===== config.mk =====
export PLATFORM = sky130hd
export DESIGN_NAME = decimation_filter_select
export DESIGN_NICKNAME = d
export VERILOG_FILES = /design/src/logic/dfs_pkg.sv /design/src/logic/decimation_filter_select.sv
export SDC_FILE = /design/constraint.sdc
export NUM_CORES = 2
export LEC_CHECK = 0
export ABC_AREA = 1
export ABC_CLOCK_PERIOD_IN_PS = 9500
export BUFFER_PORTS_ARGS = -buffer_cell sky130_fd_sc_hd__clkbuf_2
export CAP_MARGIN = 20
export CORE_ASPECT_RATIO = 1.1
export CORE_MARGIN = 4
export CORE_UTILIZATION = 45
export CTS_BUF_LIST = sky130_fd_sc_hd__clkbuf_4
export CTS_CLUSTER_SIZE = 25
export DETAILED_ROUTE_END_ITERATION = 10
export GPL_ROUTABILITY_DRIVEN = 0
export SLEW_MARGIN = 20
export SYNTH_ARGS = -nofsm -noshare
export SYNTH_HDL_FRONTEND = slang
export SYNTH_SLANG_ARGS = --single-unit

===== constraint.sdc =====
create_clock -name aclk -period 9.5 [get_ports aclk]
set_input_delay 1.9 -clock aclk [delete_from_list [all_inputs] [get_ports aclk]]
set_output_delay 1.9 -clock aclk [all_outputs]
set_load 0.05 [all_outputs]

===== src/logic/dfs_pkg.sv =====
// constants, types and helpers for the decimation filter block
// assumes one master clock that also paces the modulator samples
// Operation
// - two-bit select picks sinc or two wideband paths
// - two-bit ratio select from pins only
// - one result per ratio modulator samples
// - one modulator sample every master clock
// - sinc5 first stage, unity gain, decimate 32
// - ratio 32 bypasses second stage; the wideband paths still run the FIR at ratio 32
// - second stage decimates 4, 16 or 64 on the low-latency path, 2, 4 or 8 on the wideband paths
// - sinc1 averages N first-stage outputs, unity gain
// - low-latency path cascades sinc5 then sinc1
// - wideband paths offer four ratios too
// - results are 24-bit, full scale plus/minus reference
// - low-latency results suppressed until settle count
// - wideband results withheld for 84 conversions
package dfs_pkg;
  localparam int RES_W    = 24;
  localparam int S1_ORDER = 5;
  localparam int S1_LOG2  = 5;
  localparam int S2_MAXL  = 6;
  localparam int ADDR_W   = 5;
  localparam int WB_TAPS  = 8;
  localparam int COEF_W   = 16;
  localparam int COEF_FRAC = 15;

  localparam logic [1:0] PATH_LL  = 2'h0;
  localparam logic [1:0] PATH_WB1 = 2'h1;
  localparam logic [1:0] PATH_WB2 = 2'h2;

  localparam logic [2:0]  LL_S2_LOG2 [4] = '{3'h0, 3'h2, 3'h4, 3'h6};
  localparam logic [2:0]  WB_S2_LOG2 [4] = '{3'h0, 3'h1, 3'h2, 3'h3};
  localparam logic [11:0] LL_SETTLE [4]  = '{12'h0A0, 12'h120, 12'h2A0, 12'h8A0};
  localparam logic [6:0]  WB_SETTLE      = 7'h54;
  localparam logic [11:0] S1_RATIO       = 12'h020;
  localparam logic [4:0]  S1_LAST        = 5'h1F;

  // symmetric taps, each set sums to one in Q15
  localparam logic signed [COEF_W-1:0] WB1_COEF [WB_TAPS] =
    '{16'hFE00, 16'h0400, 16'h1000, 16'h2E00, 16'h2E00, 16'h1000, 16'h0400, 16'hFE00};
  localparam logic signed [COEF_W-1:0] WB2_COEF [WB_TAPS] =
    '{16'hFF00, 16'h0200, 16'h1200, 16'h2D00, 16'h2D00, 16'h1200, 16'h0200, 16'hFF00};

  localparam logic [ADDR_W-1:0] REG_CTRL   = 5'h00;
  localparam logic [ADDR_W-1:0] REG_STATUS = 5'h04;
  localparam logic [ADDR_W-1:0] REG_RESULT = 5'h08;
  localparam logic [ADDR_W-1:0] REG_COUNT  = 5'h0C;
  localparam logic              CTRL_RESET = 1'b1;
  localparam logic [1:0]        RESP_OKAY   = 2'h0;
  localparam logic [1:0]        RESP_SLVERR = 2'h2;

  typedef enum logic [2:0] {
    ST_IDLE   = 3'b001,
    ST_SETTLE = 3'b010,
    ST_LIVE   = 3'b100
  } run_state_t;

  typedef struct packed {
    logic [1:0] path;
    logic [1:0] ratio;
  } sel_t;

  typedef struct packed {
    logic start;
    logic rpd_n;
    sel_t sel;
  } pins_t;

  localparam pins_t PINS_RESET = 6'h00;

  typedef struct packed {
    logic [25:0] zero;
    logic        live;
    logic        running;
    sel_t        sel;
  } status_t;

  function automatic logic is_wideband(input sel_t s);
    return (s.path == PATH_WB1) || (s.path == PATH_WB2);
  endfunction

  function automatic logic [2:0] s2_log2(input sel_t s);
    if (is_wideband(s)) return WB_S2_LOG2[s.ratio];
    return LL_S2_LOG2[s.ratio];
  endfunction

  function automatic logic reg_known(input logic [ADDR_W-1:0] a);
    return a[ADDR_W-1:2] <= REG_COUNT[ADDR_W-1:2];
  endfunction
endpackage

===== src/logic/decimation_filter_select.sv =====
// decimation filter with sinc5/sinc1 and two wideband FIR paths, AXI4-Lite status
// assumes modulator samples arrive every aclk; select and control pins are asynchronous
`timescale 1ns/1ps
`default_nettype none
module decimation_filter_select
  import dfs_pkg::*;
#(
  parameter int MOD_W = 4
) (
  // clock and reset
  input  wire logic                    aclk,
  input  wire logic                    aresetn,
  // modulator stream
  input  wire logic signed [MOD_W-1:0] mod_sample,
  // configuration pins
  input  wire logic                    start_pin,
  input  wire logic                    reset_powerdown_pin_n,
  input  wire logic [1:0]              filter_select,
  input  wire logic [1:0]              decimation_ratio_select,
  // results
  output logic [RES_W-1:0]             result_word,
  output logic                         result_valid,
  output logic                         result_ready_n,
  // axi4-lite write
  input  wire logic [ADDR_W-1:0]       awaddr,
  input  wire logic                    awvalid,
  output logic                         awready,
  input  wire logic [31:0]             wdata,
  input  wire logic [3:0]              wstrb,
  input  wire logic                    wvalid,
  output logic                         wready,
  output logic [1:0]                   bresp,
  output logic                         bvalid,
  input  wire logic                    bready,
  // axi4-lite read
  input  wire logic [ADDR_W-1:0]       araddr,
  input  wire logic                    arvalid,
  output logic                         arready,
  output logic [31:0]                  rdata,
  output logic [1:0]                   rresp,
  output logic                         rvalid,
  input  wire logic                    rready
);
  localparam int ACC_W = MOD_W + S1_ORDER * S1_LOG2;
  localparam int S2_W  = RES_W + S2_MAXL;
  localparam int SUM_W = RES_W + COEF_W + 3;

  // pin synchronisers: a change counts once stages two and three agree
  pins_t      sy1_q, sy2_q, sy3_q, pins_q;
  wire pins_t pins_raw = {start_pin, reset_powerdown_pin_n, filter_select, decimation_ratio_select};

  always_ff @(posedge aclk) begin
    if (!aresetn) begin
      sy1_q  <= PINS_RESET;
      sy2_q  <= PINS_RESET;
      sy3_q  <= PINS_RESET;
      pins_q <= PINS_RESET;
    end else begin
      sy1_q <= pins_raw;
      sy2_q <= sy1_q;
      sy3_q <= sy2_q;
      if (sy2_q == sy3_q) pins_q <= sy3_q;
    end
  end

  // run control
  logic       sw_run_q;
  run_state_t state_q, state_d;
  sel_t       cfg_q;
  logic       emit;
  wire logic  go  = pins_q.start & pins_q.rpd_n & sw_run_q;
  wire logic  run = (state_q != ST_IDLE);

  always_comb begin
    state_d = state_q;
    case (state_q)
      ST_IDLE:   if (go) state_d = ST_SETTLE;
      ST_SETTLE: if (!go) state_d = ST_IDLE; else if (emit) state_d = ST_LIVE;
      ST_LIVE:   if (!go) state_d = ST_IDLE;
      default:   state_d = ST_IDLE;
    endcase
  end

  always_ff @(posedge aclk) begin
    if (!aresetn) begin
      state_q <= ST_IDLE;
      cfg_q   <= '0;
    end else begin
      state_q <= state_d;
      if (state_q == ST_IDLE) cfg_q <= pins_q.sel;
    end
  end

  wire logic       wb    = is_wideband(cfg_q);
  wire logic       wb2   = (cfg_q.path == PATH_WB2);
  wire logic [2:0] log2n = s2_log2(cfg_q);

  // cycles since start, saturating
  logic [11:0] since_q;
  always_ff @(posedge aclk) begin
    if (!aresetn || !run) since_q <= '0;
    else if (since_q != 12'hFFF) since_q <= since_q + 12'h001;
  end

  // sinc5 stage: five integrators at the modulator rate, five combs every 32nd sample
  logic [4:0]              ph_q;
  logic signed [ACC_W-1:0] integ_q [S1_ORDER];
  logic signed [ACC_W-1:0] dly_q [S1_ORDER];
  logic signed [ACC_W-1:0] comb_c [S1_ORDER+1];
  logic signed [RES_W-1:0] s1_q;
  logic                    s1_v_q;
  wire logic               s1_tick = run & (ph_q == S1_LAST);
  wire logic signed [ACC_W-1:0] mod_ext = {{(ACC_W-MOD_W){mod_sample[MOD_W-1]}}, mod_sample};

  // start on the last phase so decimation instants fall on multiples of 32 after start;
  // the comb output at 160 then covers a full window of live samples
  always_ff @(posedge aclk) begin
    if (!aresetn || !run) ph_q <= S1_LAST;
    else ph_q <= ph_q + 5'h01;
  end

  assign comb_c[0] = integ_q[S1_ORDER-1];
  for (genvar k = 0; k < S1_ORDER; k++) begin : g_cic
    wire logic signed [ACC_W-1:0] in_k = (k == 0) ? mod_ext : integ_q[(k == 0) ? 0 : k-1];
    assign comb_c[k+1] = comb_c[k] - dly_q[k];
    always_ff @(posedge aclk) begin
      if (!aresetn || !run) begin
        integ_q[k] <= '0;
        dly_q[k]   <= '0;
      end else begin
        integ_q[k] <= integ_q[k] + in_k;
        if (s1_tick) dly_q[k] <= comb_c[k];
      end
    end
  end

  // top bits of the comb output give unity dc gain at full 24-bit scale
  always_ff @(posedge aclk) begin
    if (!aresetn || !run) begin
      s1_q   <= '0;
      s1_v_q <= 1'b0;
    end else begin
      s1_v_q <= s1_tick;
      if (s1_tick) s1_q <= comb_c[S1_ORDER][ACC_W-1 -: RES_W];
    end
  end

  // second stage decimation counter, shared by all paths
  logic [5:0]             cnt2_q;
  logic signed [S2_W-1:0] acc2_q;
  wire logic [5:0] n_m1  = 6'((7'h01 << log2n) - 7'h01);
  wire logic       last2 = (cnt2_q == n_m1);
  wire logic signed [S2_W-1:0] s1_ext = {{S2_MAXL{s1_q[RES_W-1]}}, s1_q};
  wire logic signed [S2_W-1:0] ll_sum = acc2_q + s1_ext;
  wire logic signed [S2_W-1:0] ll_avg = ll_sum >>> log2n;
  wire logic signed [RES_W-1:0] ll_word = (log2n == 3'h0) ? s1_q : ll_avg[RES_W-1:0];

  always_ff @(posedge aclk) begin
    if (!aresetn || !run) begin
      cnt2_q <= '0;
      acc2_q <= '0;
    end else if (s1_v_q) begin
      cnt2_q <= last2 ? 6'h00 : cnt2_q + 6'h01;
      acc2_q <= last2 ? '0 : ll_sum;
    end
  end

  // wideband FIR on the sinc5 output, decimating by ratio/32
  logic signed [RES_W-1:0] tap_q [WB_TAPS-1];
  logic signed [RES_W-1:0] win [WB_TAPS];
  logic signed [SUM_W-1:0] fir_sum;
  assign win[0] = s1_q;
  for (genvar k = 1; k < WB_TAPS; k++) begin : g_taps
    assign win[k] = tap_q[k-1];
    always_ff @(posedge aclk) begin
      if (!aresetn || !run) tap_q[k-1] <= '0;
      else if (s1_v_q) tap_q[k-1] <= win[k-1];
    end
  end

  always_comb begin
    fir_sum = '0;
    for (int k = 0; k < WB_TAPS; k++) begin
      fir_sum = fir_sum + SUM_W'(win[k]) * SUM_W'(wb2 ? WB2_COEF[k] : WB1_COEF[k]);
    end
  end
  wire logic signed [RES_W-1:0] wb_word = fir_sum[COEF_FRAC +: RES_W];

  // settling and result strobe
  logic [6:0]  wbcnt_q;
  wire logic   out_tick = run & s1_v_q & last2;
  wire logic   settled  = wb ? (wbcnt_q == WB_SETTLE) : (since_q >= LL_SETTLE[cfg_q.ratio]);
  assign emit = out_tick & settled;

  logic [RES_W-1:0] result_q;
  logic             result_valid_q, result_ready_n_q;
  logic [31:0]      count_q;

  always_ff @(posedge aclk) begin
    if (!aresetn || !run) wbcnt_q <= '0;
    else if (out_tick && wb && !settled) wbcnt_q <= wbcnt_q + 7'h01;
  end

  always_ff @(posedge aclk) begin
    if (!aresetn) begin
      result_q         <= '0;
      result_valid_q   <= 1'b0;
      result_ready_n_q <= 1'b1;
      count_q          <= '0;
    end else begin
      result_valid_q   <= emit;
      result_ready_n_q <= !emit;
      if (emit) begin
        result_q <= wb ? wb_word : ll_word;
        count_q  <= count_q + 32'h1;
      end
    end
  end

  assign result_word    = result_q;
  assign result_valid   = result_valid_q;
  assign result_ready_n = result_ready_n_q;

  // axi4-lite slave
  logic              aw_have_q, w_have_q, awready_q, wready_q, bvalid_q;
  logic              arready_q, rvalid_q;
  logic [1:0]        bresp_q, rresp_q;
  logic [31:0]       rdata_q, wdata_q;
  logic [3:0]        wstrb_q;
  logic [ADDR_W-1:0] awaddr_q;
  status_t           status;

  wire logic aw_hs    = awvalid & awready_q;
  wire logic w_hs     = wvalid & wready_q;
  wire logic ar_hs    = arvalid & arready_q;
  wire logic do_write = aw_have_q & w_have_q & !bvalid_q;
  wire logic aw_have_d = aw_hs | (aw_have_q & !do_write);
  wire logic w_have_d  = w_hs | (w_have_q & !do_write);
  wire logic bvalid_d  = do_write | (bvalid_q & !bready);
  wire logic rvalid_d  = ar_hs | (rvalid_q & !rready);
  wire logic wr_ctrl   = do_write & (awaddr_q[ADDR_W-1:2] == REG_CTRL[ADDR_W-1:2]) & wstrb_q[0];

  assign status = '{zero: '0, live: (state_q == ST_LIVE), running: run, sel: cfg_q};

  wire logic [ADDR_W-3:0] ar_idx = araddr[ADDR_W-1:2];
  wire logic [31:0] rd_mux =
    (ar_idx == REG_CTRL[ADDR_W-1:2])   ? {31'h0, sw_run_q} :
    (ar_idx == REG_STATUS[ADDR_W-1:2]) ? status :
    (ar_idx == REG_RESULT[ADDR_W-1:2]) ? {8'h00, result_q} :
    (ar_idx == REG_COUNT[ADDR_W-1:2])  ? count_q : 32'h0;

  always_ff @(posedge aclk) begin
    if (!aresetn) begin
      aw_have_q <= 1'b0;
      w_have_q  <= 1'b0;
      awready_q <= 1'b0;
      wready_q  <= 1'b0;
      bvalid_q  <= 1'b0;
      bresp_q   <= RESP_OKAY;
      awaddr_q  <= '0;
      wdata_q   <= '0;
      wstrb_q   <= '0;
      sw_run_q  <= CTRL_RESET;
    end else begin
      aw_have_q <= aw_have_d;
      w_have_q  <= w_have_d;
      awready_q <= !aw_have_d & !bvalid_d;
      wready_q  <= !w_have_d & !bvalid_d;
      bvalid_q  <= bvalid_d;
      if (aw_hs) awaddr_q <= awaddr;
      if (w_hs) begin
        wdata_q <= wdata;
        wstrb_q <= wstrb;
      end
      if (do_write) bresp_q <= reg_known(awaddr_q) ? RESP_OKAY : RESP_SLVERR;
      if (wr_ctrl) sw_run_q <= wdata_q[0];
    end
  end

  always_ff @(posedge aclk) begin
    if (!aresetn) begin
      arready_q <= 1'b0;
      rvalid_q  <= 1'b0;
      rdata_q   <= '0;
      rresp_q   <= RESP_OKAY;
    end else begin
      arready_q <= !rvalid_d;
      rvalid_q  <= rvalid_d;
      if (ar_hs) begin
        rdata_q <= rd_mux;
        rresp_q <= reg_known(araddr) ? RESP_OKAY : RESP_SLVERR;
      end
    end
  end

  assign awready = awready_q;
  assign wready  = wready_q;
  assign bvalid  = bvalid_q;
  assign bresp   = bresp_q;
  assign arready = arready_q;
  assign rvalid  = rvalid_q;
  assign rdata   = rdata_q;
  assign rresp   = rresp_q;

  // checks
  logic [11:0] gap_q;
  logic        seen_q;
  wire logic [11:0] ratio_m1 = (S1_RATIO << log2n) - 12'h001;
  always_ff @(posedge aclk) begin
    if (!aresetn || !run) begin
      gap_q  <= '0;
      seen_q <= 1'b0;
    end else begin
      gap_q  <= result_valid_q ? 12'h000 : gap_q + 12'h001;
      if (result_valid_q) seen_q <= 1'b1;
    end
  end
endmodule // decimation_filter_select
`default_nettype wire


==> summary.txt <==
Layout
  – Final nets: 9,160
  – Layout cells sized above 1: 0.06306
  – Commonest non-fill, non-tap cell in the layout: inv_1
  – Most frequent cells in the layout: inv_1, nand2_1, ha_1, nor2_1, a21oi_1
  – P&R area growth vs syn: 8.539%
  – Fill cells: 13.68k
  – Filler-free cell count of the finished design: 9,716

Critical path
  – Required @ worst endpoint: 10,620 ps
  – Critical-path top delay cell: fa_1
  – Worst setup SP type: flip-flop
  – Most frequent CP cell: fa_1
  – Crit path capture type: flip-flop
  – CP Class: flip-flop to flip-flop
  – WP data arrival: just over 10,000 ps
  – Worst Path Max Fanout: 26
  – Max incr delay on CP: 540 ps

Routing
  – Routed Antenna Nets: 0
  – Vias: about 50k
  – Starting DRC count in detailed routing: 2,939
  – Residual DRC: 0
  – Routed length per instance: approximately 16 microns
  – DRT Wirelength: 156,700 microns
  – DR vias/cell: between 5 and 6
  – Drt pass-1 iters: 5

Clock tree
  – CTS Hold Buffers Added: 0
  – CTS Root Cell: clkbuf_4
  – TritonCTS clock tree: yes
  – Max Buffers Root-to-Sink: 3
  – Gates resized, CTS repair: 0
  – Clock-pin slew on the worst setup and hold paths: approximately 60 ps
  – TritonCTS Buffers: 207
  – Clock sink count: 679
  – Clk_lat worst skew: 1230 ps
  – Setup Fix Bufs, Post-CTS: 0
  – H-tree Lvls: 4

Place
  – Place WS: a little over 600 ps
  – Dpl cells: 9,350
  – Final HPWL DP: between 100,000 and 150,000 microns
  – Port buffer count: 89

Global routing
  – Vias in the first global route: 50.57k
  – Grt ovf: 0
  – M1 GR Usage: 0.2778
  – Global-route wire length before repair: 256,900 microns
  – Largest net degree at the start of global routing: 116
  – Antenna violations before repair: 3
  – Grt met2 use: 0.3794
  – Total track usage: 0.2202
  – Met3 global-route usage: 0.03494
  – Busiest grt layer: met2

STA
  – RSZ-0062 raised after global routing: no
  – Final Hold Vio Count: 0
  – Period utilization: 0.9430
  – Max Clk Rate: 0.1116 GHz
  – Worst-margin pin slew: 1115 ps
  – Max Slew Vio Count: 0
  – Hold WS: 410.5 ps
  – Fin Clk Skew: 86.69 ps
  – Minimum clock period: roughly 9000 ps
  – Setup TNS: 0 ps
  – Final setup vio count: 0
  – Post-route setup slack: 541.0 ps
  – Rel. slew slack: 0.2554

Floorplan
  – Rows: 142
  – Core outline area: 136,800 sq um
  – Chip width: 362.4 microns
  – Initial Utilization: 0.4545
  – Io pins: 130
  – Die Ht: 397.9 microns
  – Die area: roughly 140,000 sq um

Min path
  – Hold/Removal Path Class: flip-flop to flip-flop

Yosys
  – Post-Syn Area: 62,170 sq um
  – Syn. warnings: 0
  – Number of flops mapped to enable cells by yosys: 313
  – Register area share after synthesis: 0.2690
  – Async S/R FF share, synth: 0
  – Cells after Synth: 7,523
  – Flip-flop and latch count after synthesis: 679
  – Count of cell types in the netlist: 64
  – Primary FF master, synth: dfxtp_1
  – Synthesized area per cell: around 8.3 sq um

Run status
  – Run status: complete, no violations

Run
  – Max-Cap Viols: 0
==> flip-flops by register name, indices dropped and copies added (netlist names), 3 cells and up <==
signal	count
ph_q	5
cnt2_q	6
cfg_q	4
acc2_q	30
result_word	24
sy1_q	6
count_q	32
dly_q	145
pins_q	6
since_q	12
sy3_q	6
sy2_q	6
integ_q	145
s1_q	24
awaddr_q	3
tap_q	168
rdata	32
wbcnt_q	7
state_q	3
==> final cells by class <==
cell class	instances	area, sq um	share of cell area
Timing Repair Buffer	118	688.2	0.01020
Sequential cell	679	16730	0.2479
Clock inverter	61	407.9	0.006044
Clock buffer	302	2267	0.03360
Inverter	1674	6306	0.09345
Multi-Input combinational cell	5079	38830	0.5754
Tap cell	1800	2252	0.03337
Antenna cell	3	7.507	0.0001112
==> critical path: cells and delay by family, from the launching register on <==
family | cells | cell delay (ps)
buf+inv | 5 | 500
simple gates | 9 | 1080
compound gates | 6 | 880
flops | 1 | 310
fa+ha+maj | 13 | 6010
==> path summary, 6_finish.rpt <==
path         cells after the start  startpoint  slack [ps]         endpoint
min reg2reg                      2    sy1_q[2]         410         sy2_q[2]
max                             33    cfg_q[2]         540  result_word[23]
max reg2reg                     33    cfg_q[2]         540  result_word[23]
min                              2    sy1_q[2]         410         sy2_q[2]
==> cells in the mapped netlist (all sizes together) (2+ instances only) <==
cell type	count	area share
o21ai	471	0.038
mux2i	5	0.00080
conb	2	0.00012
buf	19	0.0015
a21boi	26	0.0031
a32o	4	0.00064
clkinv	4	0.00024
o221ai	8	0.0011
dfxtp	366	0.12
clkbuf	130	0.0078
nor3	82	0.0068
xor2	121	0.017
xnor2	54	0.0076
fa	511	0.16
inv	1670	0.10
nand3b	5	0.00087
nand3	216	0.017
nor3b	6	0.00080
o311ai	4	0.00056
nand4	40	0.0043
a41oi	3	0.00042
o22ai	26	0.0026
a221oi	9	0.0013
a211oi	8	0.00097
nor2	653	0.040
or2	15	0.0015
o211ai	34	0.0041
o21a	58	0.0070
and2	7	0.00070
a31o	4	0.00056
a21o	30	0.0036
o2111ai	5	0.00070
nand2	1045	0.063
ha	827	0.17
nor4	23	0.0024
a31oi	27	0.0027
o21bai	32	0.0039
a21oi	639	0.051
edfxtp	313	0.15
o31ai	9	0.0011
a22o	8	0.0011
==> logic make-up (layout without fill, tap and decap cells) <==
kind of cell    after synthesis  in the layout  synth area share
compound gates             1408           1408            0.1255
xor+xnor                    175            175           0.02465
fa+ha+maj                  1338           1338            0.3310
buf+inv                    1823           2155            0.1105
flops                       679            679            0.2690
mux                           5              5         0.0008050
other cells                   2             63         0.0001208
simple gates               2093           2093            0.1385
==> metal layers <==
| metal | vias to the layer above | share of wire |
|---|---|---|
| li1 | 24761 | - |
| met1 | 23221 | 0.44 |
| met2 | 976 | 0.48 |
| met3 | 276 | 0.042 |
| met4 | 2 | 0.033 |
| met5 | - | 0.000051 |
==> stage by stage <==
step                  util  cell area, sq um
floorplan                -             62390
global placement    0.4736             64790
detailed placement  0.4736             64790
CTS                 0.4932             67470
global route        0.4933             67480
finish              0.4933             67480
Power is left out: the tool's default activity adds up to more than one toggle a clock period on the data nets, which glitch-free logic cannot reach.
